**src/rtl/piosu_pkg.sv**
```systemverilog
// package: port map, field layouts and timing for the port/strobe unit
package piosu_pkg;
    localparam logic [3:0] PIOSU_ADDR_PORT0 = 4'h0;
    localparam logic [3:0] PIOSU_ADDR_PORT1 = 4'h1;
    localparam logic [3:0] PIOSU_ADDR_PORT4 = 4'h4;
    localparam logic [3:0] PIOSU_ADDR_PORT5 = 4'h5;
    localparam logic [3:0] PIOSU_ADDR_ICTL  = 4'h6;
    localparam logic [3:0] PIOSU_ADDR_TIMER = 4'h7;
    localparam logic [7:0] PIOSU_PORT_RESET = 8'h00;
    localparam logic [7:0] PIOSU_ICTL_RESET = 8'h00;
    localparam logic [7:0] PIOSU_TMR_RESET  = 8'h00;
    // pin-connected bits per port: port0 bit7, port1 bits 1-3, ports 4/5 all
    localparam logic [7:0] PIOSU_PIN_MASK0  = 8'h80;
    localparam logic [7:0] PIOSU_PIN_MASK1  = 8'h0E;
    // interrupt control fields
    localparam int PIOSU_ICTL_EXT_EN  = 0;
    localparam int PIOSU_ICTL_TMR_EN  = 1;
    localparam int PIOSU_ICTL_POL     = 2;
    localparam int PIOSU_ICTL_MODE_LO = 3;
    localparam int PIOSU_ICTL_RUN     = 5;
    localparam int PIOSU_ICTL_TMR_PND = 6;
    localparam int PIOSU_ICTL_EXT_PND = 7;
    // strobe low time in internal phase clocks (8..12 allowed)
    localparam int PIOSU_STB_LOW_PHI  = 8;
    localparam int PIOSU_STB_DLY_PHI  = 3;
    localparam logic [4:0] PIOSU_STB_LOW_CNT = 5'(PIOSU_STB_LOW_PHI * 2);
    localparam logic [4:0] PIOSU_STB_DLY_CNT = 5'(PIOSU_STB_DLY_PHI * 2);
    localparam logic [11:0] PIOSU_RESET_VECTOR = 12'h000;
    // output type per bit of ports 4 and 5, fixed at manufacture
    localparam logic [7:0] PIOSU_P4_DIRECT = 8'h00;
    localparam logic [7:0] PIOSU_P5_DIRECT = 8'h00;

    typedef enum logic [1:0] { TM_INTERVAL, TM_PULSE, TM_EVENT, TM_STOP } piosu_tmode_t;
    typedef enum { ST_IDLE, ST_DELAY, ST_LOW } piosu_stb_t;

    typedef struct packed {
        logic       wr;
        logic       rd;
        logic [3:0] addr;
        logic [7:0] data;
    } piosu_io_t;
endpackage

```
**src/rtl/piosu_top.sv**
```systemverilog
// top: parallel ports, ready strobe, external interrupt, timer gating, phase clock
`timescale 1ns/1ps
// Overview of operation
// strobe idles high, pulses low after port4 output
// strobe also pulses after port4 input
// held in reset while low, then fetch zero
// interrupt recognised only at selected polarity
// interrupt input gates timer or counts events
// interval mode timer ignores interrupt input
// two vectored interrupts, timer has priority
// each pin bit independent input or latch
// four 8-bit ports, unpinned bits are storage
// port 6 interrupt control, port 7 timer
// zero latch turns off pull-down driver
// phase clock is half time base rate
// ports 0,1 standard; 4,5 type per bit
module piosu_top
    import piosu_pkg::*;
(
    input  wire logic        MCLK_I,
    input  wire logic        ARST_N_I,
    input  wire logic        IO_WR_I,
    input  wire logic        IO_RD_I,
    input  wire logic [3:0]  IO_ADDR_I,
    input  wire logic [7:0]  IO_WDATA_I,
    output logic      [7:0]  IO_RDATA_O,
    input  wire logic [7:0]  P0_PIN_I,
    input  wire logic [7:0]  P1_PIN_I,
    input  wire logic [7:0]  PORT_FOUR_PINS_I,
    input  wire logic [7:0]  P5_PIN_I,
    output logic      [7:0]  P0_PIN_O,
    output logic      [7:0]  P1_PIN_O,
    output logic      [7:0]  PORT_FOUR_PINS_O,
    output logic      [7:0]  P5_PIN_O,
    output logic      [7:0]  P0_PIN_OE_N_O,
    output logic      [7:0]  P1_PIN_OE_N_O,
    output logic      [7:0]  PORT_FOUR_PINS_OE_N_O,
    output logic      [7:0]  P5_PIN_OE_N_O,
    output logic             STROBE_N_O,
    input  wire logic        EXT_INT_I,
    output logic             IRQ_O,
    output logic      [1:0]  IRQ_VECTOR_O,
    output logic             CORE_RESET_O,
    output logic      [11:0] FETCH_ADDR_O,
    output logic             INTERNAL_PHASE_CLOCK_O
);

    ////////////////////////////////////////////////////////////////////////
    piosu_io_t    io;
    logic [7:0]   port0_reg, port1_reg, port4_reg, port5_reg;
    logic [7:0]   ictl_reg, timer_reg, timer_load_reg;
    logic         ext_prev_reg;
    logic [4:0]   stb_cnt_reg;
    piosu_stb_t   stb_state_reg;
    logic         rst_hold_reg;
    piosu_tmode_t tmode;
    logic         ext_active, ext_edge, tmr_tick, tmr_zero;

    assign io = '{wr: IO_WR_I, rd: IO_RD_I, addr: IO_ADDR_I, data: IO_WDATA_I};
    assign tmode = piosu_tmode_t'(ictl_reg[PIOSU_ICTL_MODE_LO +: 2]);
    assign ext_active = EXT_INT_I ~^ ictl_reg[PIOSU_ICTL_POL];
    assign ext_edge = ext_active & ~ext_prev_reg;

    // pins: open pull-down, driving low only where the latch holds one
    function automatic logic [7:0] drive_en_n(input logic [7:0] latch, input logic [7:0] mask);
        drive_en_n = ~(latch & mask);
    endfunction

    ////////////////////////////////////////////////////////////////////////
    // port latches, all eight bits stored
    always_ff @(posedge MCLK_I or negedge ARST_N_I)
    begin
        if (!ARST_N_I)
        begin
            port0_reg <= PIOSU_PORT_RESET;
            port1_reg <= PIOSU_PORT_RESET;
            port4_reg <= PIOSU_PORT_RESET;
            port5_reg <= PIOSU_PORT_RESET;
        end
        else if (io.wr)
        begin
            case (io.addr)
                PIOSU_ADDR_PORT0: port0_reg <= io.data;
                PIOSU_ADDR_PORT1: port1_reg <= io.data;
                PIOSU_ADDR_PORT4: port4_reg <= io.data;
                PIOSU_ADDR_PORT5: port5_reg <= io.data;
                default: ;
            endcase
        end
    end

    // pin drivers; ports 4/5 direct-drive bits push high too
    always_ff @(posedge MCLK_I or negedge ARST_N_I)
    begin
        if (!ARST_N_I)
        begin
            P0_PIN_O <= 8'h00;
            P1_PIN_O <= 8'h00;
            PORT_FOUR_PINS_O <= 8'h00;
            P5_PIN_O <= 8'h00;
            P0_PIN_OE_N_O <= 8'hFF;
            P1_PIN_OE_N_O <= 8'hFF;
            PORT_FOUR_PINS_OE_N_O <= 8'hFF;
            P5_PIN_OE_N_O <= 8'hFF;
        end
        else
        begin
            P0_PIN_O <= 8'h00;
            P1_PIN_O <= 8'h00;
            PORT_FOUR_PINS_O <= port4_reg & PIOSU_P4_DIRECT;
            P5_PIN_O <= port5_reg & PIOSU_P5_DIRECT;
            P0_PIN_OE_N_O <= drive_en_n(port0_reg, PIOSU_PIN_MASK0);
            P1_PIN_OE_N_O <= drive_en_n(port1_reg, PIOSU_PIN_MASK1);
            PORT_FOUR_PINS_OE_N_O <= drive_en_n(port4_reg, 8'hFF) & ~PIOSU_P4_DIRECT;
            P5_PIN_OE_N_O <= drive_en_n(port5_reg, 8'hFF) & ~PIOSU_P5_DIRECT;
        end
    end

    ////////////////////////////////////////////////////////////////////////
    // read mux: pinned bits read the pin, others read the latch
    always_ff @(posedge MCLK_I or negedge ARST_N_I)
    begin
        if (!ARST_N_I)
            IO_RDATA_O <= 8'h00;
        else if (io.rd)
        begin
            case (io.addr)
                PIOSU_ADDR_PORT0: IO_RDATA_O <= (P0_PIN_I & PIOSU_PIN_MASK0) | (port0_reg & ~PIOSU_PIN_MASK0);
                PIOSU_ADDR_PORT1: IO_RDATA_O <= (P1_PIN_I & PIOSU_PIN_MASK1) | (port1_reg & ~PIOSU_PIN_MASK1);
                PIOSU_ADDR_PORT4: IO_RDATA_O <= PORT_FOUR_PINS_I;
                PIOSU_ADDR_PORT5: IO_RDATA_O <= P5_PIN_I;
                PIOSU_ADDR_ICTL:  IO_RDATA_O <= ictl_reg;
                PIOSU_ADDR_TIMER: IO_RDATA_O <= timer_reg;
                default:          IO_RDATA_O <= 8'h00;
            endcase
        end
    end

    ////////////////////////////////////////////////////////////////////////
    // ready strobe: delay, then low for a fixed time
    always_ff @(posedge MCLK_I or negedge ARST_N_I)
    begin
        if (!ARST_N_I)
        begin
            stb_state_reg <= ST_IDLE;
            stb_cnt_reg   <= 5'h00;
            STROBE_N_O    <= 1'b1;
        end
        else
        begin
            case (stb_state_reg)
                ST_IDLE:
                begin
                    STROBE_N_O <= 1'b1;
                    if ((io.wr || io.rd) && io.addr == PIOSU_ADDR_PORT4)
                    begin
                        stb_state_reg <= ST_DELAY;
                        stb_cnt_reg   <= PIOSU_STB_DLY_CNT;
                    end
                end
                ST_DELAY:
                begin
                    if (stb_cnt_reg == 5'h01)
                    begin
                        stb_state_reg <= ST_LOW;
                        stb_cnt_reg   <= PIOSU_STB_LOW_CNT;
                        STROBE_N_O    <= 1'b0;
                    end
                    else
                        stb_cnt_reg <= stb_cnt_reg - 5'h01;
                end
                ST_LOW:
                begin
                    if (stb_cnt_reg == 5'h01)
                    begin
                        stb_state_reg <= ST_IDLE;
                        STROBE_N_O    <= 1'b1;
                    end
                    else
                        stb_cnt_reg <= stb_cnt_reg - 5'h01;
                end
                default: stb_state_reg <= ST_IDLE;
            endcase
        end
    end

    ////////////////////////////////////////////////////////////////////////
    // binary timer: counts down, reloads from the written value
    always_comb
    begin
        case (tmode)
            TM_INTERVAL: tmr_tick = ictl_reg[PIOSU_ICTL_RUN];
            TM_PULSE:    tmr_tick = ictl_reg[PIOSU_ICTL_RUN] & ext_active;
            TM_EVENT:    tmr_tick = ictl_reg[PIOSU_ICTL_RUN] & ext_edge;
            default:     tmr_tick = 1'b0;
        endcase
    end
    assign tmr_zero = tmr_tick && timer_reg == 8'h01;

    always_ff @(posedge MCLK_I or negedge ARST_N_I)
    begin
        if (!ARST_N_I)
        begin
            timer_reg      <= PIOSU_TMR_RESET;
            timer_load_reg <= PIOSU_TMR_RESET;
        end
        else if (io.wr && io.addr == PIOSU_ADDR_TIMER)
        begin
            timer_reg      <= io.data;
            timer_load_reg <= io.data;
        end
        else if (tmr_zero)
            timer_reg <= timer_load_reg;
        else if (tmr_tick)
            timer_reg <= timer_reg - 8'h01;
    end

    ////////////////////////////////////////////////////////////////////////
    // interrupt control; a pending set wins over a software clear
    always_ff @(posedge MCLK_I or negedge ARST_N_I)
    begin
        if (!ARST_N_I)
        begin
            ictl_reg     <= PIOSU_ICTL_RESET;
            ext_prev_reg <= 1'b0;
        end
        else
        begin
            ext_prev_reg <= ext_active;
            if (io.wr && io.addr == PIOSU_ADDR_ICTL)
                ictl_reg <= io.data;
            if (ext_edge && ictl_reg[PIOSU_ICTL_EXT_EN])
                ictl_reg[PIOSU_ICTL_EXT_PND] <= 1'b1;
            if (tmr_zero && ictl_reg[PIOSU_ICTL_TMR_EN])
                ictl_reg[PIOSU_ICTL_TMR_PND] <= 1'b1;
        end
    end

    // vector 1 = timer (higher), 2 = external
    always_ff @(posedge MCLK_I or negedge ARST_N_I)
    begin
        if (!ARST_N_I)
        begin
            IRQ_O        <= 1'b0;
            IRQ_VECTOR_O <= 2'h0;
        end
        else
        begin
            IRQ_O <= ictl_reg[PIOSU_ICTL_TMR_PND] | ictl_reg[PIOSU_ICTL_EXT_PND];
            if (ictl_reg[PIOSU_ICTL_TMR_PND])
                IRQ_VECTOR_O <= 2'h1;
            else if (ictl_reg[PIOSU_ICTL_EXT_PND])
                IRQ_VECTOR_O <= 2'h2;
            else
                IRQ_VECTOR_O <= 2'h0;
        end
    end

    ////////////////////////////////////////////////////////////////////////
    // reset release and phase clock divider
    always_ff @(posedge MCLK_I or negedge ARST_N_I)
    begin
        if (!ARST_N_I)
        begin
            rst_hold_reg  <= 1'b1;
            CORE_RESET_O  <= 1'b1;
            FETCH_ADDR_O  <= PIOSU_RESET_VECTOR;
            INTERNAL_PHASE_CLOCK_O <= 1'b0;
        end
        else
        begin
            rst_hold_reg  <= 1'b0;
            CORE_RESET_O  <= rst_hold_reg;
            FETCH_ADDR_O  <= PIOSU_RESET_VECTOR;
            INTERNAL_PHASE_CLOCK_O <= ~INTERNAL_PHASE_CLOCK_O;
        end
    end

    ////////////////////////////////////////////////////////////////////////
    a_strobe_after_wr: assert property (@(posedge MCLK_I) disable iff (!ARST_N_I)
        (stb_state_reg == ST_IDLE && io.wr && io.addr == PIOSU_ADDR_PORT4) |-> ##[6:8] !STROBE_N_O)
        else $error("strobe missing after port4 write");
    a_strobe_low_len: assert property (@(posedge MCLK_I) disable iff (!ARST_N_I)
        $fell(STROBE_N_O) |-> !STROBE_N_O [*8] ##[1:9] STROBE_N_O)
        else $error("strobe low time wrong");
    a_strobe_after_rd: assert property (@(posedge MCLK_I) disable iff (!ARST_N_I)
        (stb_state_reg == ST_IDLE && io.rd && !io.wr && io.addr == PIOSU_ADDR_PORT4) |-> ##[6:8] !STROBE_N_O)
        else $error("strobe missing after port4 read");
    a_reset_release: assert property (@(posedge MCLK_I) disable iff (!ARST_N_I)
        !CORE_RESET_O |-> FETCH_ADDR_O == 12'h000)
        else $error("fetch not at zero");
    a_ext_polarity: assert property (@(posedge MCLK_I) disable iff (!ARST_N_I)
        (ext_edge && ictl_reg[PIOSU_ICTL_EXT_EN]) |=> ictl_reg[PIOSU_ICTL_EXT_PND])
        else $error("external request lost");
    a_event_count: assert property (@(posedge MCLK_I) disable iff (!ARST_N_I)
        (tmode == TM_EVENT && !ext_edge && !(io.wr && io.addr == PIOSU_ADDR_TIMER)) |=> $stable(timer_reg))
        else $error("event counter moved without event");
    a_interval_run: assert property (@(posedge MCLK_I) disable iff (!ARST_N_I)
        (tmode == TM_INTERVAL && ictl_reg[PIOSU_ICTL_RUN] && timer_reg > 8'h01
         && !(io.wr && io.addr == PIOSU_ADDR_TIMER)) |=> timer_reg == $past(timer_reg) - 8'h01)
        else $error("interval timer stalled");
    a_irq_priority: assert property (@(posedge MCLK_I) disable iff (!ARST_N_I)
        ictl_reg[PIOSU_ICTL_TMR_PND] |=> IRQ_O && IRQ_VECTOR_O == 2'h1)
        else $error("timer vector not preferred");
    a_pulldown_off: assert property (@(posedge MCLK_I) disable iff (!ARST_N_I)
        (io.wr && io.addr == PIOSU_ADDR_PORT5 && io.data == 8'h00) |=> ##1 P5_PIN_OE_N_O == 8'hFF)
        else $error("pull-down still on");
    a_phase_half: assert property (@(posedge MCLK_I) disable iff (!ARST_N_I)
        INTERNAL_PHASE_CLOCK_O |=> !INTERNAL_PHASE_CLOCK_O)
        else $error("phase clock not halved");

    c_strobe: cover property (@(posedge MCLK_I) disable iff (!ARST_N_I) $rose(STROBE_N_O));
    c_ext_irq: cover property (@(posedge MCLK_I) disable iff (!ARST_N_I) IRQ_O && IRQ_VECTOR_O == 2'h2);
    c_tmr_irq: cover property (@(posedge MCLK_I) disable iff (!ARST_N_I) IRQ_O && IRQ_VECTOR_O == 2'h1);

endmodule

```
**config.mk**
```make
export PLATFORM = sky130hd
export DESIGN_NAME = piosu_top
export DESIGN_NICKNAME = d
export VERILOG_FILES = /design/src/rtl/piosu_pkg.sv /design/src/rtl/piosu_top.sv
export SDC_FILE = /design/constraint.sdc
export NUM_CORES = 1
export LEC_CHECK = 0
export BUFFER_PORTS_ARGS = -buffer_cell sky130_fd_sc_hd__buf_4
export CAP_MARGIN = 20
export CORE_MARGIN = 4
export CORE_UTILIZATION = 47
export CTS_CLUSTER_DIAMETER = 150
export CTS_CLUSTER_SIZE = 8
export DETAILED_ROUTE_END_ITERATION = 10
export PLACE_DENSITY = 0.8
export SLEW_MARGIN = 5
export SYNTH_ARGS = -nofsm -noshare
export SYNTH_HDL_FRONTEND = slang
export SYNTH_SLANG_ARGS = --single-unit
```
**constraint.sdc**
```tcl
create_clock -name MCLK_I -period 2 [get_ports MCLK_I]
set_clock_uncertainty 0.2 [all_clocks]
set_input_delay 0.5 -clock MCLK_I [delete_from_list [all_inputs] [get_ports MCLK_I]]
set_output_delay 0.5 -clock MCLK_I [all_outputs]
set_load 0.02 [all_outputs]
```
=== After elaboration in Yosys (flattened, before gate mapping) ===
Index checks and enable logic that the tools add are counted.
Widths: inputs -> output; s select.

* Register bits after elaboration: 141
* Word-level logic and storage cells: 95
* Input port bits: 49

* Add/subtract/negate cells: 2
* Multiplexer cells: 21
* Bitwise operators: 13
* Reduce and logical (&&, ||, !) cells: 21
* Equal/unequal tests: 15

{| class="wikitable"
|+ Operator list
! cell !! count
|-
| $mux 32 || 3
|-
| $pmux 32 s3 || 1
|-
| $pmux 8 s6 || 1
|-
| $eq 32x1->1 const B || 1
|-
| $eq 32x2->1 const B || 1
|-
| $logic_not 32->1 || 1
|-
| $mux 8 || 4
|-
| $not 8->8 || 3
|-
| $eq 4x3->1 const B || 4
|-
| $mux 5 || 3
|-
| $pmux 5 s3 || 1
|-
| $reduce_and 3->1 || 3
|-
| $eq 8x1->1 const B || 1
|-
| $ne 2x2->1 const B || 4
|-
| $not 4->8 || 1
|-
| $or 4x8->8 || 1
|-
| $or 8x7->8 || 1
|-
| $reduce_and 2->1 || 4
|-
| $sub 8x1->8 const B || 1
|-
| $logic_and 1x1->1 || 6
|-
| $pmux 1 s3 || 2
|-
| $reduce_bool 3->1 || 2
|-
| $eq 5x1->1 const B || 1
|-
| $sub 5x1->5 const B || 1
|-
| other kinds (13) || 21
|}

=== Logic depth before layout (Yosys ltp) ===
Gate-level depths: netlist of run 1.

* Depth after elaboration: 7
* Depth in mapped cells: 8

=== Worst setup path before layout of run 1 ===
No wires, ideal clock.

* Kind: reg-to-reg
* Start: register timer_reg[1]
* End: register timer_reg[4]
* Data arrival time: 1.806 ns
* Setup slack: -0.140 ns
* Data required time: 1.666 ns
* Period minus slack after synthesis: 2.140 ns
* Path buffers: 0
* Cell stages (with the launch flop): 8
* Library setup time: 0.134 ns
* Cell sequence: dfrtp_1 -> inv_1 -> ha_1 -> or3b_2 -> o21a_1 -> o21a_1 -> o2111ai_1 -> o211ai_1

* Longest elaborated chain between the ends: 4

{| class="wikitable"
|+ Ends and longest elaborated chain
! element !! line !! RTL
|-
| from (decl) || piosu_top.sv:51 || <nowiki>logic [7:0] ictl_reg, timer_reg, timer_load_reg;</nowiki>
|-
| from (signal assigned) || piosu_top.sv:209 || <nowiki>timer_reg <= io.data;</nowiki>
|-
| from (signal assigned) || piosu_top.sv:213 || <nowiki>timer_reg <= timer_load_reg;</nowiki>
|-
| from (signal assigned) || piosu_top.sv:215 || <nowiki>timer_reg <= timer_reg - 8'h01;</nowiki>
|-
| $sub 8x1->8 or $eq 8x1->1 (tied branches) || piosu_top.sv:215, piosu_top.sv:198 ||
|-
| $mux 8 or $logic_and 1x1->1 (tied branches) || piosu_top.sv:214, piosu_top.sv:198 ||
|-
| $mux 8 || piosu_top.sv:212 || <nowiki>else if (tmr_zero)</nowiki>
|-
| $mux 8 || piosu_top.sv:207 || <nowiki>else if (io.wr && io.addr == PIOSU_ADDR_TIMER)</nowiki>
|}

Several ways; a longest one is shown, not always the timed one. The select of a mux whose other input is x is not followed.
A chain may end at the register's enable or synchronous reset.

=== Worst setup path in the final report of run 1 ===
* Start: register timer_reg[1]
* End: register timer_reg[0]

* Longest elaborated chain between the ends: 4

{| class="wikitable"
|+ Ends and longest elaborated chain
! element !! line !! RTL
|-
| $eq 8x1->1 * || piosu_top.sv:198 || <nowiki>assign tmr_zero = tmr_tick && timer_reg == 8'h01;</nowiki>
|-
| $logic_and 1x1->1 * || piosu_top.sv:198 ||
|-
| $mux 8 || piosu_top.sv:212 ||
|-
| $mux 8 || piosu_top.sv:207 ||
|}

Mark *: on every way between the ends. The rest lies on a longest branch, timed or not.

==> impl_metrics.prom, run 1 <==
# TYPE chip_impl_metric gauge
chip_impl_info{name="outcome",value="complete, but fails checks"} 1
chip_impl_info{name="failed_checks",value="negative setup slack"} 1
chip_impl_metric{name="worst_slew_pin_slew",unit="ns"} 0.528
chip_impl_metric{name="proportion_of_layout_cells_with_a_drive_suffix_above_1",unit="%"} 36.7
chip_impl_metric{name="ys_warn_count",unit=""} 0
chip_impl_metric{name="finalHoldViolations",unit=""} 0
chip_impl_metric{name="vias",unit=""} 3615
chip_impl_metric{name="async_flop_share",unit="%"} 100
chip_impl_metric{name="layout_setup_ws",unit="ns"} -0.0781
chip_impl_metric{name="synth_top_cell_area_share",unit="%"} 38.5
chip_impl_metric{name="leakagePower",unit="nW"} 2.88
chip_impl_metric{name="via_count_of_the_first_global_routing_pass",unit=""} 3741
chip_impl_metric{name="floorplan.io_pins",unit=""} 139
chip_impl_metric{name="critPathBufInv",unit=""} 2
chip_impl_metric{name="gr-usage-all-layers",unit="%"} 19.2
chip_impl_metric{name="cts.sinks",unit=""} 99
chip_impl_info{name="post-synth-top-area-cell",value="dfrtp_1"} 1
chip_impl_metric{name="critPathMaxFanout",unit=""} 5
chip_impl_metric{name="dpl.hpwl",unit="um"} 8480
chip_impl_metric{name="ctsLongestPathBuffers",unit=""} 2
chip_impl_info{name="critical_path.endpoint_type",value="flop"} 1
chip_impl_metric{name="die_area",unit="sq mm"} 0.0122
chip_impl_metric{name="post-place-ws",unit="ns"} -0.311
chip_impl_info{name="worst_setup_path_start_kind",value="flop"} 1
chip_impl_metric{name="worst_setup_hold_path_clk_slew",unit="ns"} 0.10
chip_impl_metric{name="synth_seq_cells",unit=""} 99
chip_impl_metric{name="syn-instance-count",unit=""} 460
chip_impl_info{name="timing.hold.worst.class",value="reg -> reg"} 1
chip_impl_metric{name="routed_wire_length_per_instance",unit="um"} 16.4
chip_impl_metric{name="drt_iter0_drc",unit=""} 139
chip_impl_metric{name="grt-ovfl-total",unit=""} 0
chip_impl_metric{name="die-width",unit="um"} 111
chip_impl_metric{name="synth.yosys.seq_area_share",unit="%"} 50.7
chip_impl_metric{name="synthToLayoutAreaGrowth",unit="%"} 23.2
chip_impl_metric{name="core_area",unit="sq mm"} 0.0103
chip_impl_info{name="yosysMostFrequentCell",value="dfrtp_1"} 1
chip_impl_metric{name="ir_drop",unit="uV"} 671
chip_impl_metric{name="synth_area",unit="sq mm"} 0.00494
chip_impl_metric{name="post-route-drc-count",unit=""} 0
chip_impl_metric{name="mean_cell_area_of_the_mapped_netlist",unit="sq um"} 10.7
chip_impl_metric{name="detail_route.vias_per_cell",unit=""} 5.04
chip_impl_info{name="ctsRootBufferMaster",value="clkbuf_8"} 1
chip_impl_metric{name="cp.required",unit="ns"} 2.07
chip_impl_metric{name="worst_ep_arrival_time",unit="ns"} 2.15
chip_impl_info{name="synth.area.top_cells",value="dfrtp_1, dfstp_2, buf_4, mux2_2, mux2i_1"} 1
chip_impl_metric{name="globalplace.congestion",unit=""} 0.854
chip_impl_metric{name="setup_violators_final",unit=""} 4
chip_impl_metric{name="util_after_layout",unit="%"} 59.3
chip_impl_metric{name="ant_diodes",unit=""} 0
chip_impl_metric{name="timing_max_transition_violations_final",unit=""} 0
chip_impl_metric{name="power_per_cell_area",unit="mW/mm^2"} 1100
chip_impl_metric{name="totalWireLength",unit="um"} 11800
chip_impl_metric{name="slew_headroom",unit="%"} 64.8
chip_impl_info{name="cp_cell_sequence",value="inv_2 > ha_4 > or3b_4 > buf_6 > or3_4 > a211oi_2 > nor3_1"} 1
chip_impl_metric{name="drv.max_cap_violation_count",unit=""} 0
chip_impl_info{name="tritoncts",value="done"} 1
chip_impl_metric{name="nNetsFinal",unit=""} 636
chip_impl_metric{name="number_of_antenna_violations_at_the_first_check_in_global_routing",unit=""} 0
chip_impl_metric{name="start_util",unit="%"} 48.1
chip_impl_info{name="commonest_register_cell_after_synthesis",value="dfrtp_1"} 1
chip_impl_metric{name="numPortBuffers",unit=""} 70
chip_impl_info{name="timing.setup.critical_path_class",value="reg -> reg"} 1
chip_impl_info{name="netlist_top_cells_count",value="dfrtp_1, buf_4, nand2_1, inv_1, mux2_2"} 1
chip_impl_metric{name="tritoncts.num_buffers",unit=""} 9
chip_impl_metric{name="synth_enable_flop_cells",unit=""} 0
chip_impl_metric{name="row_count",unit=""} 37
chip_impl_info{name="critPathTopFamily",value="simple AND/OR/NAND/NOR gates"} 1
chip_impl_metric{name="max_freq",unit="MHz"} 481
chip_impl_metric{name="grt_max_degree",unit=""} 100
chip_impl_metric{name="synth_cell_type_count",unit=""} 57
chip_impl_metric{name="fin_crit_sh",unit="%"} 104
chip_impl_metric{name="timing.final.crit_period",unit="ns"} 2.08
chip_impl_info{name="critical-path-slowest-cell",value="or3b_4"} 1
chip_impl_metric{name="ctsHtreeMaxLevel",unit=""} 3
chip_impl_metric{name="drt_pre_antenna_iters",unit=""} 4
chip_impl_metric{name="worstSkewPairLatency",unit="ns"} 0.38
chip_impl_info{name="rsz0062_at_grt",value="true"} 1
chip_impl_metric{name="route.antenna.remaining_nets",unit=""} 0
chip_impl_metric{name="die_y",unit="um"} 111
chip_impl_metric{name="grt_first_pass_wirelength",unit="um"} 18600
chip_impl_metric{name="timing.critical_path.slowest_cell_delay",unit="ns"} 0.43
report_power, final:
group	total [mW]	leakage (nW)	switching, mW	internal (mW)
logic	2.57	1.60	1.38	1.19
registers	2.81	1.18	0.267	2.55
clock network	1.30	0.0943	0.714	0.587
total	6.69	2.88	2.37	4.32
stage by stage:
| step | cells | cell area, sq um | TNS [ns] | power [mW] | hold WS [ns] |
|---|---|---|---|---|---|
| 2_1_floorplan | 515 | 5170 | -0.205 | 4.35 | 0.00441 |
| 6_report | 717 | 6090 | -0.153 | 6.69 | 0.162 |
| 3_5_place_dp | 694 | 5730 | -2.99 | 5.18 | 0.150 |
| 5_1_grt | 717 | 6090 | -0.391 | 7.08 | 0.166 |
| 3_3_place_gp | 694 | 5730 | -2.14 | 5.01 | 0.146 |
| 4_1_cts | 713 | 6000 | -0.0897 | 6.59 | 0.164 |
cells by family after synthesis:
kind of cell	after synthesis	synth area share [%]
AND/OR/NAND/NOR	116	11.8
flip-flops	99	50.7
XOR/XNOR	3	0.532
other	2	0.152
multiplexers	53	12.7
buffers and inverters	109	12.9
AO/OA/AOI/OAI	67	8.38
adder cells (fa/ha/maj)	11	2.79
placed cells by master (no fill, tap or decap), drive strengths merged, types with 2 or more instances in the layout:
cell      n
buf     116
dfrtp    76
conb     57
nand2    48
inv      44
mux2     28
nor2     27
dfstp    23
o21ai    23
mux2i    20
a21oi    14
o22ai    11
ha       11
clkbuf   11
nand3     6
nor3      6
mux4      5
nor2b     4
nand3b    4
nor3b     4
or3       4
xnor2     3
o211ai    3
or4b      2
o22a      2
nand2b    2
a31oi     2
a211oi    2
nand4     2
or3b      2
o21a      2
metal layers:
| layer | track usage (%) | up-vias | share of wire (%) |
|---|---|---|---|
| li1 | - | 1673 | - |
| met1 | 24.9 | 1780 | 41 |
| met2 | 29.4 | 138 | 49 |
| met3 | 5.10 | 24 | 7.1 |
| met4 | 10.2 | 0 | 2.6 |
| met5 | 0 | - | 0 |
worst reg2reg max path, cell delays in order, from the launching register on:
cell	delay, ns
dfrtp_1	0.40
inv_2	0.07
ha_4	0.13
or3b_4	0.43
buf_6	0.14
or3_4	0.32
a211oi_2	0.21
nor3_1	0.07
final cells by class:
type	count	area, sq um
Sequential cell	99	2510
Clock buffer	11	131
Tap cell	136	170
Timing Repair Buffer	117	951
Inverter	42	158
Clock inverter	5	60.1
Multi-Input combinational cell	307	2110
Fill cell	847	4190
repair_timing:
item | CTS | global route
hold buffers | 1 | 0
setup endpoints to repair | 6 | 12
setup buffers | 2 | 4
resized for setup | 9 | 17
pin swaps | 10 | 14
endpoints found under the hold margin | 41 | 0
path summary, 6_finish.rpt:
kind	cells after the start	start	end	slack [ns]
setup / recovery	7	timer_reg[1]$_DFFE_PN0P_	timer_reg[0]$_DFFE_PN0P_	-0.08
hold / removal	1	port5_reg[7]$_DFFE_PN0P_	P5_PIN_OE_N_O[7]$_DFF_PN1_	0.16
setup reg to reg	7	timer_reg[1]$_DFFE_PN0P_	timer_reg[0]$_DFFE_PN0P_	-0.08
hold reg to reg	1	port5_reg[7]$_DFFE_PN0P_	P5_PIN_OE_N_O[7]$_DFF_PN1_	0.16
max in group asynchronous	3	ARST_N_I	P5_PIN_OE_N_O[5]$_DFF_PN1_	0.67
min in group asynchronous	3	ARST_N_I	stb_cnt_reg[2]$_DFFE_PN0P_	0.49
(Power assumes the default switching activity.)
==> run 2, diff against run 1 <==
==> constraint.sdc (replaced) <==
create_clock -name MCLK_I -period 2 [get_ports MCLK_I]
set_clock_uncertainty 0.2 [all_clocks]
set_input_delay 0.2 -clock MCLK_I [delete_from_list [all_inputs] [get_ports MCLK_I]]
set_output_delay 0.2 -clock MCLK_I [all_outputs]
set_load 0.02 [all_outputs]
==> run 2 against run 1 <==
Against the previous run:
- the run now ends clean
- die area stayed put
- non-clock buffer count rose by 2
- largest cell class unchanged
- first-iteration DRC count grew 8.6%
- hold slack lost 0.076 ns
- utilization is essentially flat
- global-route usage barely moved
- sequential power about the same
- critical endpoint unchanged
- cell area hardly changed
- sequential share of layout area is essentially flat
- critical path depth fell by 3
- highest routed layer unchanged
- count of clock-buffer cells in the layout decreased by 1
==> impl_metrics.prom, run 2 (synthesis gave the netlist of run 1 again) <==
# TYPE chip_impl_metric gauge
chip_impl_metric{name="grt_max_degree",unit=""} 39
chip_impl_metric{name="util_after_layout",unit="%"} 59.2
chip_impl_info{name="timing.hold.worst.class",value="in -> reg"} 1
chip_impl_metric{name="p_clk_share",unit="%"} 20.6
chip_impl_metric{name="proportion_of_layout_cells_with_a_drive_suffix_above_1",unit="%"} 35.3
chip_impl_info{name="critical-path-slowest-cell",value="or4_4"} 1
chip_impl_metric{name="timing.final.crit_period",unit="ns"} 1.98
chip_impl_metric{name="post-route-drc-count",unit=""} 0
chip_impl_metric{name="number_of_antenna_violations_at_the_first_check_in_global_routing",unit=""} 0
chip_impl_info{name="ctsRootBufferMaster",value="clkbuf_8"} 1
chip_impl_metric{name="ir_drop",unit="uV"} 495
chip_impl_metric{name="ctsHtreeMaxLevel",unit=""} 3
chip_impl_metric{name="dpl.hpwl",unit="um"} 8470
chip_impl_metric{name="power.share.combinational",unit="%"} 37.2
chip_impl_metric{name="sw_frac_of_total",unit="%"} 35.8
chip_impl_info{name="rsz0062_at_grt",value="true"} 1
chip_impl_metric{name="power_per_cell_area",unit="mW/mm^2"} 1100
chip_impl_metric{name="worstSkewPairLatency",unit="ns"} 0.37
chip_impl_metric{name="ant_diodes",unit=""} 0
chip_impl_metric{name="timing_max_transition_violations_final",unit=""} 0
chip_impl_metric{name="row_count",unit=""} 37
chip_impl_metric{name="synthToLayoutAreaGrowth",unit="%"} 23.2
chip_impl_metric{name="critPathBufInv",unit=""} 0
chip_impl_metric{name="detail_route.vias_per_cell",unit=""} 5.02
chip_impl_metric{name="cp.required",unit="ns"} 2.07
chip_impl_metric{name="totalNegativeSetupSlack",unit="ns"} 0
chip_impl_metric{name="grt-ovfl-total",unit=""} 0
chip_impl_metric{name="layout.cells.non_filler",unit=""} 719
chip_impl_metric{name="tritoncts.num_buffers",unit=""} 9
chip_impl_metric{name="numPortBuffers",unit=""} 70
chip_impl_metric{name="via_count_of_the_first_global_routing_pass",unit=""} 3742
chip_impl_metric{name="core_area",unit="sq mm"} 0.0103
chip_impl_metric{name="ctsLongestPathBuffers",unit=""} 2
chip_impl_metric{name="timing.critical_path.slowest_cell_delay",unit="ns"} 0.62
chip_impl_metric{name="totalWireLength",unit="um"} 11600
chip_impl_metric{name="place.detailed.instances",unit=""} 688
chip_impl_metric{name="cts.sinks",unit=""} 99
chip_impl_metric{name="die-width",unit="um"} 111
chip_impl_metric{name="worst_setup_hold_path_clk_slew",unit="ns"} 0.10
chip_impl_metric{name="setup_violators_final",unit=""} 0
chip_impl_info{name="layout.cells.most_common",value="buf_4"} 1
chip_impl_metric{name="fin_crit_sh",unit="%"} 98.9
chip_impl_metric{name="finalHoldViolations",unit=""} 0
chip_impl_metric{name="drt_iter0_drc",unit=""} 151
chip_impl_metric{name="die_area",unit="sq mm"} 0.0122
chip_impl_metric{name="routed_wire_length_per_instance",unit="um"} 16.1
chip_impl_info{name="timing.setup.critical_path_class",value="reg -> reg"} 1
chip_impl_metric{name="nNetsFinal",unit=""} 638
chip_impl_metric{name="drv.max_cap_violation_count",unit=""} 0
chip_impl_metric{name="drt_pre_antenna_iters",unit=""} 4
chip_impl_metric{name="globalplace.congestion",unit=""} 0.867
chip_impl_metric{name="floorplan.io_pins",unit=""} 139
chip_impl_metric{name="max_freq",unit="MHz"} 506
chip_impl_metric{name="p_seq_share",unit="%"} 42.3
chip_impl_metric{name="route.antenna.remaining_nets",unit=""} 0
chip_impl_metric{name="die_y",unit="um"} 111
chip_impl_metric{name="grt_first_pass_wirelength",unit="um"} 19000
chip_impl_metric{name="net-switching-power",unit="mW"} 2.39
chip_impl_info{name="most-common-layout-cells",value="buf_4, dfrtp_1, conb_1, nand2_1, inv_1"} 1
chip_impl_info{name="cp_cell_sequence",value="or4_4 > or3_1 > a211oi_2 > nor3_1"} 1
chip_impl_metric{name="worst_ep_arrival_time",unit="ns"} 2.05
chip_impl_metric{name="gr-usage-all-layers",unit="%"} 19.2
chip_impl_info{name="tritoncts",value="done"} 1
chip_impl_metric{name="critPathMaxFanout",unit=""} 6
chip_impl_metric{name="regToRegSetupSlack",unit="ns"} 0.02
chip_impl_metric{name="fin_total_pwr",unit="mW"} 6.68
chip_impl_metric{name="start_util",unit="%"} 48.1
chip_impl_metric{name="power.internal",unit="mW"} 4.29
chip_impl_info{name="worst_setup_path_start_kind",value="flop"} 1
chip_impl_info{name="outcome",value="finished clean"} 1
chip_impl_info{name="critical_path.endpoint_type",value="flop"} 1
chip_impl_info{name="critPathTopFamily",value="simple AND/OR/NAND/NOR gates"} 1
chip_impl_metric{name="leakagePower",unit="nW"} 2.87
chip_impl_metric{name="vias",unit=""} 3609
## run 2: cell count changes in the layout (fill, tap and decap cells not counted), sizes merged
cell	delta
buf	-8
clkbuf	-1
clkinv	-1
clkinvlp	-1
dlygate4sd3	+10
inv	+3
## run 2: final timing paths
kind                                                from                          to  cells after the start
worst max-delay path            timer_reg[3]$_DFFE_PN0P_    timer_reg[0]$_DFFE_PN0P_                      4
worst min-delay path                 PORT_FOUR_PINS_I[6]   IO_RDATA_O[6]$_DFFE_PN0P_                      5
worst max register to register  timer_reg[3]$_DFFE_PN0P_    timer_reg[0]$_DFFE_PN0P_                      4
worst min register to register    rst_hold_reg$_DFF_PN1_      CORE_RESET_O$_DFF_PN1_                      0
max in group asynchronous                       ARST_N_I  P5_PIN_OE_N_O[3]$_DFF_PN1_                      3
min in group asynchronous                       ARST_N_I    port4_reg[7]$_DFFE_PN0P_                      2
## run 2: layout make-up
| class | instances | area (sq um) |
|---|---|---|
| Inverter | 42 | 158 |
| Timing Repair Buffer | 119 | 938 |
| Tap cell | 136 | 170 |
| Fill cell | 839 | 4190 |
| Clock buffer | 10 | 128 |
| Multi-Input combinational cell | 307 | 2110 |
| Clock inverter | 6 | 78.8 |
| Sequential cell | 99 | 2510 |
## run 2: tightest hold or removal path: cells and delay by family
kind                   cells  cell delay (ns)
AOI/OAI and AO/OA          1             0.10
buffers and inverters      1             0.09
muxes                      1             0.07
and+or+nand+nor            2             0.15
## run 2: power groups by stage
stage,registers (mW),clock network (mW),logic [mW]
2_1_floorplan,3.00,0,1.34
3_3_place_gp,2.81,0,2.15
3_5_place_dp,2.84,0,2.27
4_1_cts,2.81,1.40,2.32
5_1_grt,2.87,1.49,2.72
6_report,2.82,1.37,2.48
## run 2: metal layers
layer	track usage (%)	vias up	wire length (um)	share of wire, %
met5	0	-	0	0
met4	5.67	0	254	2.2
met3	4.38	24	734	6.3
met2	31.1	135	5660	49
met1	25.7	1778	4910	42
li1	-	1672	-	-
## run 2: timing repair
item	4_1_cts	5_1_grt
cloned	0	1
endpoints found under the hold margin	138	0
setup endpoints to repair	5	11
hold buffers	11	0
resized for setup	6	20
buffers inserted	0	3
pin swaps	2	12
## run 2: per-stage QoR
stage	area [sq um]	setup WS [ns]	hold slack, ns
detailed placement	5640	-0.221	-0.00235
floorplan	5160	-0.0179	-0.296
global route	6090	-0.0538	0.138
CTS	5980	0.00277	0.0780
global placement	5640	-0.0404	-0.0102
finish	6090	0.0221	0.0853
==> run 3, diff against run 2 <==
- PLACE_DENSITY: 0.8 -> 0.76
==> run 3 against run 2 <==
Against the previous run:
- via count is 1.1% lower
- sequential cell count unchanged
- die area did not move
- first-iteration DRC count fell by 19%
- critical endpoint is now timer_reg[4]$_DFFE_PN0P_
- sequential share of layout area rose by 0.16 points
- count of clock-buffer cells in the layout decreased by 1
- clock power about the same
- global-route usage fell by 0.43 points
- largest power group unchanged
- utilization decreased by 0.23 points
- cell area shrank 0.39%
==> impl_metrics.prom, run 3 (synthesis gave the netlist of run 1 again) <==
# TYPE chip_impl_metric gauge
chip_impl_metric{name="drt_iter0_drc",unit=""} 123
chip_impl_metric{name="proportion_of_layout_cells_with_a_drive_suffix_above_1",unit="%"} 34.5
chip_impl_info{name="timing.setup.critical_path_class",value="reg -> reg"} 1
chip_impl_metric{name="numPortBuffers",unit=""} 70
chip_impl_info{name="ctsRootBufferMaster",value="clkbuf_8"} 1
chip_impl_metric{name="critPathMaxFanout",unit=""} 4
chip_impl_metric{name="route.antenna.remaining_nets",unit=""} 0
chip_impl_metric{name="fin_crit_sh",unit="%"} 99.5
chip_impl_metric{name="regToRegSetupSlack",unit="ns"} 0.01
chip_impl_metric{name="timing.final.crit_period",unit="ns"} 1.99
chip_impl_metric{name="dpl-instance-area",unit="sq mm"} 0.00564
chip_impl_metric{name="dpl.hpwl",unit="um"} 8240
chip_impl_metric{name="gr-usage-all-layers",unit="%"} 18.7
chip_impl_metric{name="cts.sinks",unit=""} 99
chip_impl_metric{name="p_clk_share",unit="%"} 20.3
chip_impl_metric{name="start_util",unit="%"} 48.1
chip_impl_metric{name="filler_instances",unit=""} 884
chip_impl_info{name="layout.cells.most_common",value="buf_4"} 1
chip_impl_metric{name="setup_violators_final",unit=""} 0
chip_impl_info{name="outcome",value="finished clean"} 1
chip_impl_metric{name="number_of_antenna_violations_at_the_first_check_in_global_routing",unit=""} 0
chip_impl_metric{name="leakagePower",unit="nW"} 2.86
chip_impl_metric{name="ctsLongestPathBuffers",unit=""} 2
chip_impl_metric{name="totalWireLength",unit="um"} 11200
chip_impl_metric{name="detail_route.vias_per_cell",unit=""} 4.97
chip_impl_metric{name="die_y",unit="um"} 111
chip_impl_metric{name="drv.max_cap_violation_count",unit=""} 0
chip_impl_metric{name="core_area",unit="sq mm"} 0.0103
chip_impl_metric{name="ff2ff_path_depth",unit=""} 7
chip_impl_metric{name="worstSkewPairLatency",unit="ns"} 0.37
chip_impl_metric{name="timing.critical_path.slowest_cell_delay",unit="ns"} 0.42
chip_impl_metric{name="die_area",unit="sq mm"} 0.0122
chip_impl_metric{name="nNetsFinal",unit=""} 637
chip_impl_metric{name="worstHoldPathCells",unit=""} 5
chip_impl_info{name="timing.hold.worst_endpoint",value="IO_RDATA_O[2]$_DFFE_PN0P_"} 1
chip_impl_metric{name="timing_max_transition_violations_final",unit=""} 0
chip_impl_info{name="hold_start",value="PORT_FOUR_PINS_I[2]"} 1
chip_impl_metric{name="routed_wire_length_per_instance",unit="um"} 15.6
chip_impl_metric{name="fin_hold_ws",unit="ns"} 0.0564
chip_impl_metric{name="grt-ovfl-total",unit=""} 0
chip_impl_metric{name="via_count_of_the_first_global_routing_pass",unit=""} 3636
chip_impl_metric{name="grt_max_degree",unit=""} 37
chip_impl_metric{name="tritoncts.num_buffers",unit=""} 9
chip_impl_metric{name="floorplan.io_pins",unit=""} 139
chip_impl_metric{name="power.internal",unit="mW"} 4.28
chip_impl_metric{name="ir_drop",unit="uV"} 471
chip_impl_metric{name="max_freq",unit="MHz"} 503
chip_impl_metric{name="worst_ep_arrival_time",unit="ns"} 2.03
chip_impl_info{name="critical_path.endpoint_type",value="flop"} 1
chip_impl_info{name="critPathTopFamily",value="compound AO/OA/AOI/OAI gates"} 1
chip_impl_metric{name="vias",unit=""} 3569
chip_impl_metric{name="grt_first_pass_wirelength",unit="um"} 18400
chip_impl_metric{name="synthToLayoutAreaGrowth",unit="%"} 22.7
chip_impl_info{name="most-common-layout-cells",value="buf_4, dfrtp_1, conb_1, nand2_1, inv_1"} 1
chip_impl_info{name="cp_cell_sequence",value="inv_2 > ha_4 > or3b_4 > o21a_1 > o21a_1 > o2111ai_2 > o211ai_1"} 1
chip_impl_info{name="rr_endpoint",value="timer_reg[4]$_DFFE_PN0P_"} 1
chip_impl_metric{name="power.share.combinational",unit="%"} 37.2
chip_impl_metric{name="drt_pre_antenna_iters",unit=""} 5
chip_impl_metric{name="globalplace.congestion",unit=""} 0.852
chip_impl_metric{name="worst_setup_hold_path_clk_slew",unit="ns"} 0.10
chip_impl_metric{name="ant_diodes",unit=""} 0
chip_impl_info{name="rsz0062_at_grt",value="true"} 1
chip_impl_info{name="timing.hold.worst.class",value="in -> reg"} 1
chip_impl_metric{name="ctsHtreeMaxLevel",unit=""} 3
chip_impl_metric{name="post-route-drc-count",unit=""} 0
chip_impl_metric{name="net-switching-power",unit="mW"} 2.33
chip_impl_metric{name="finalHoldViolations",unit=""} 0
chip_impl_info{name="critical-path-slowest-cell",value="or3b_4"} 1
chip_impl_metric{name="p_seq_share",unit="%"} 42.6
chip_impl_info{name="worst_setup_path_start_kind",value="flop"} 1
chip_impl_info{name="tritoncts",value="done"} 1
chip_impl_metric{name="cp.required",unit="ns"} 2.04
chip_impl_metric{name="power_per_cell_area",unit="mW/mm^2"} 1090
chip_impl_metric{name="die-width",unit="um"} 111
chip_impl_metric{name="sw_frac_of_total",unit="%"} 35.2
chip_impl_info{name="cp_common_cell",value="o21a_1"} 1
chip_impl_info{name="rr_startpoint",value="timer_reg[1]$_DFFE_PN0P_"} 1
chip_impl_metric{name="critPathBufInv",unit=""} 1
chip_impl_metric{name="row_count",unit=""} 37
chip_impl_metric{name="final_area",unit="sq mm"} 0.00606
==> run 3: cell count changes in the layout (fill, tap and decap cells not counted), sizes merged <==
cell / delta
clkinvlp: +2
inv: -2
buf: -1
clkbuf: -1
clkinv: +1
==> run 3: layout make-up <==
cell class	instances	area [sq um]	share of cell area, %
clock buffers	9	124	2.04
clock inverters	7	81.3	1.34
inverters	42	158	2.60
multi-input cells	307	2080	34.3
flip-flops and latches	99	2510	41.3
well taps	136	170	2.81
repair buffers	118	942	15.5
==> run 3: worst min-delay path, cell delays in order <==
cell	delay, ns
buf_4	0.08
mux2i_1	0.06
nor2_1	0.09
nor2_1	0.06
o22ai_1	0.09
==> run 3: routing by layer <==
layer | vias up | wire length, um | track usage (%)
met3 | 17 | 778 | 4.55
met5 | - | 0 | 0
li1 | 1678 | - | -
met1 | 1735 | 4860 | 24.8
met4 | 0 | 224 | 6.98
met2 | 139 | 5350 | 29.9
==> run 3: repair_timing <==
action / 4_1_cts / 5_1_grt
buffers inserted: 1 / 4
resized for setup: 6 / 10
hold endpoints to repair: 146 / 0
endpoints found under the setup margin: 5 / 12
hold buffers: 11 / 0
pin swaps: 5 / 12
==> run 3: how the worst max path moves through the flow <==
stage	start	endpoint	slack [ns]	cells past startpoint
3_5_place_dp	stb_cnt_reg[1]$_DFFE_PN0P_	stb_cnt_reg[3]$_DFFE_PN0P_	-0.12	7
2_1_floorplan	timer_reg[2]$_DFFE_PN0P_	timer_reg[0]$_DFFE_PN0P_	-0.02	6
4_1_cts	timer_reg[1]$_DFFE_PN0P_	timer_reg[4]$_DFFE_PN0P_	-0.007	7
6_report	timer_reg[1]$_DFFE_PN0P_	timer_reg[4]$_DFFE_PN0P_	0.01	7
3_3_place_gp	stb_cnt_reg[1]$_DFFE_PN0P_	stb_cnt_reg[3]$_DFFE_PN0P_	-0.04	7
5_1_grt	timer_reg[1]$_DFFE_PN0P_	timer_reg[4]$_DFFE_PN0P_	-0.07	7
==> run 3: power groups by stage <==
stage	Sequential, mW	Clock (mW)	Combinational (mW)
finish	2.81	1.34	2.46
CTS	2.81	1.39	2.36
global route	2.87	1.48	2.70
detailed placement	2.84	0	2.29
floorplan	3.00	0	1.34
global placement	2.81	0	2.19
==> run 3: per-stage QoR <==
stage | setup WS, ns | instances | total power, mW | util (%) | setup TNS (ns)
floorplan | -0.0179 | 515 | 4.34 | - | -0.0303
global placement | -0.0394 | 686 | 5.00 | 54.9 | -0.0511
detailed placement | -0.120 | 686 | 5.13 | 54.9 | -0.353
CTS | -0.00728 | 714 | 6.56 | 58.3 | -0.00728
global route | -0.0728 | 718 | 7.06 | 59.0 | -0.146
finish | 0.0109 | 718 | 6.61 | 59.0 | 0
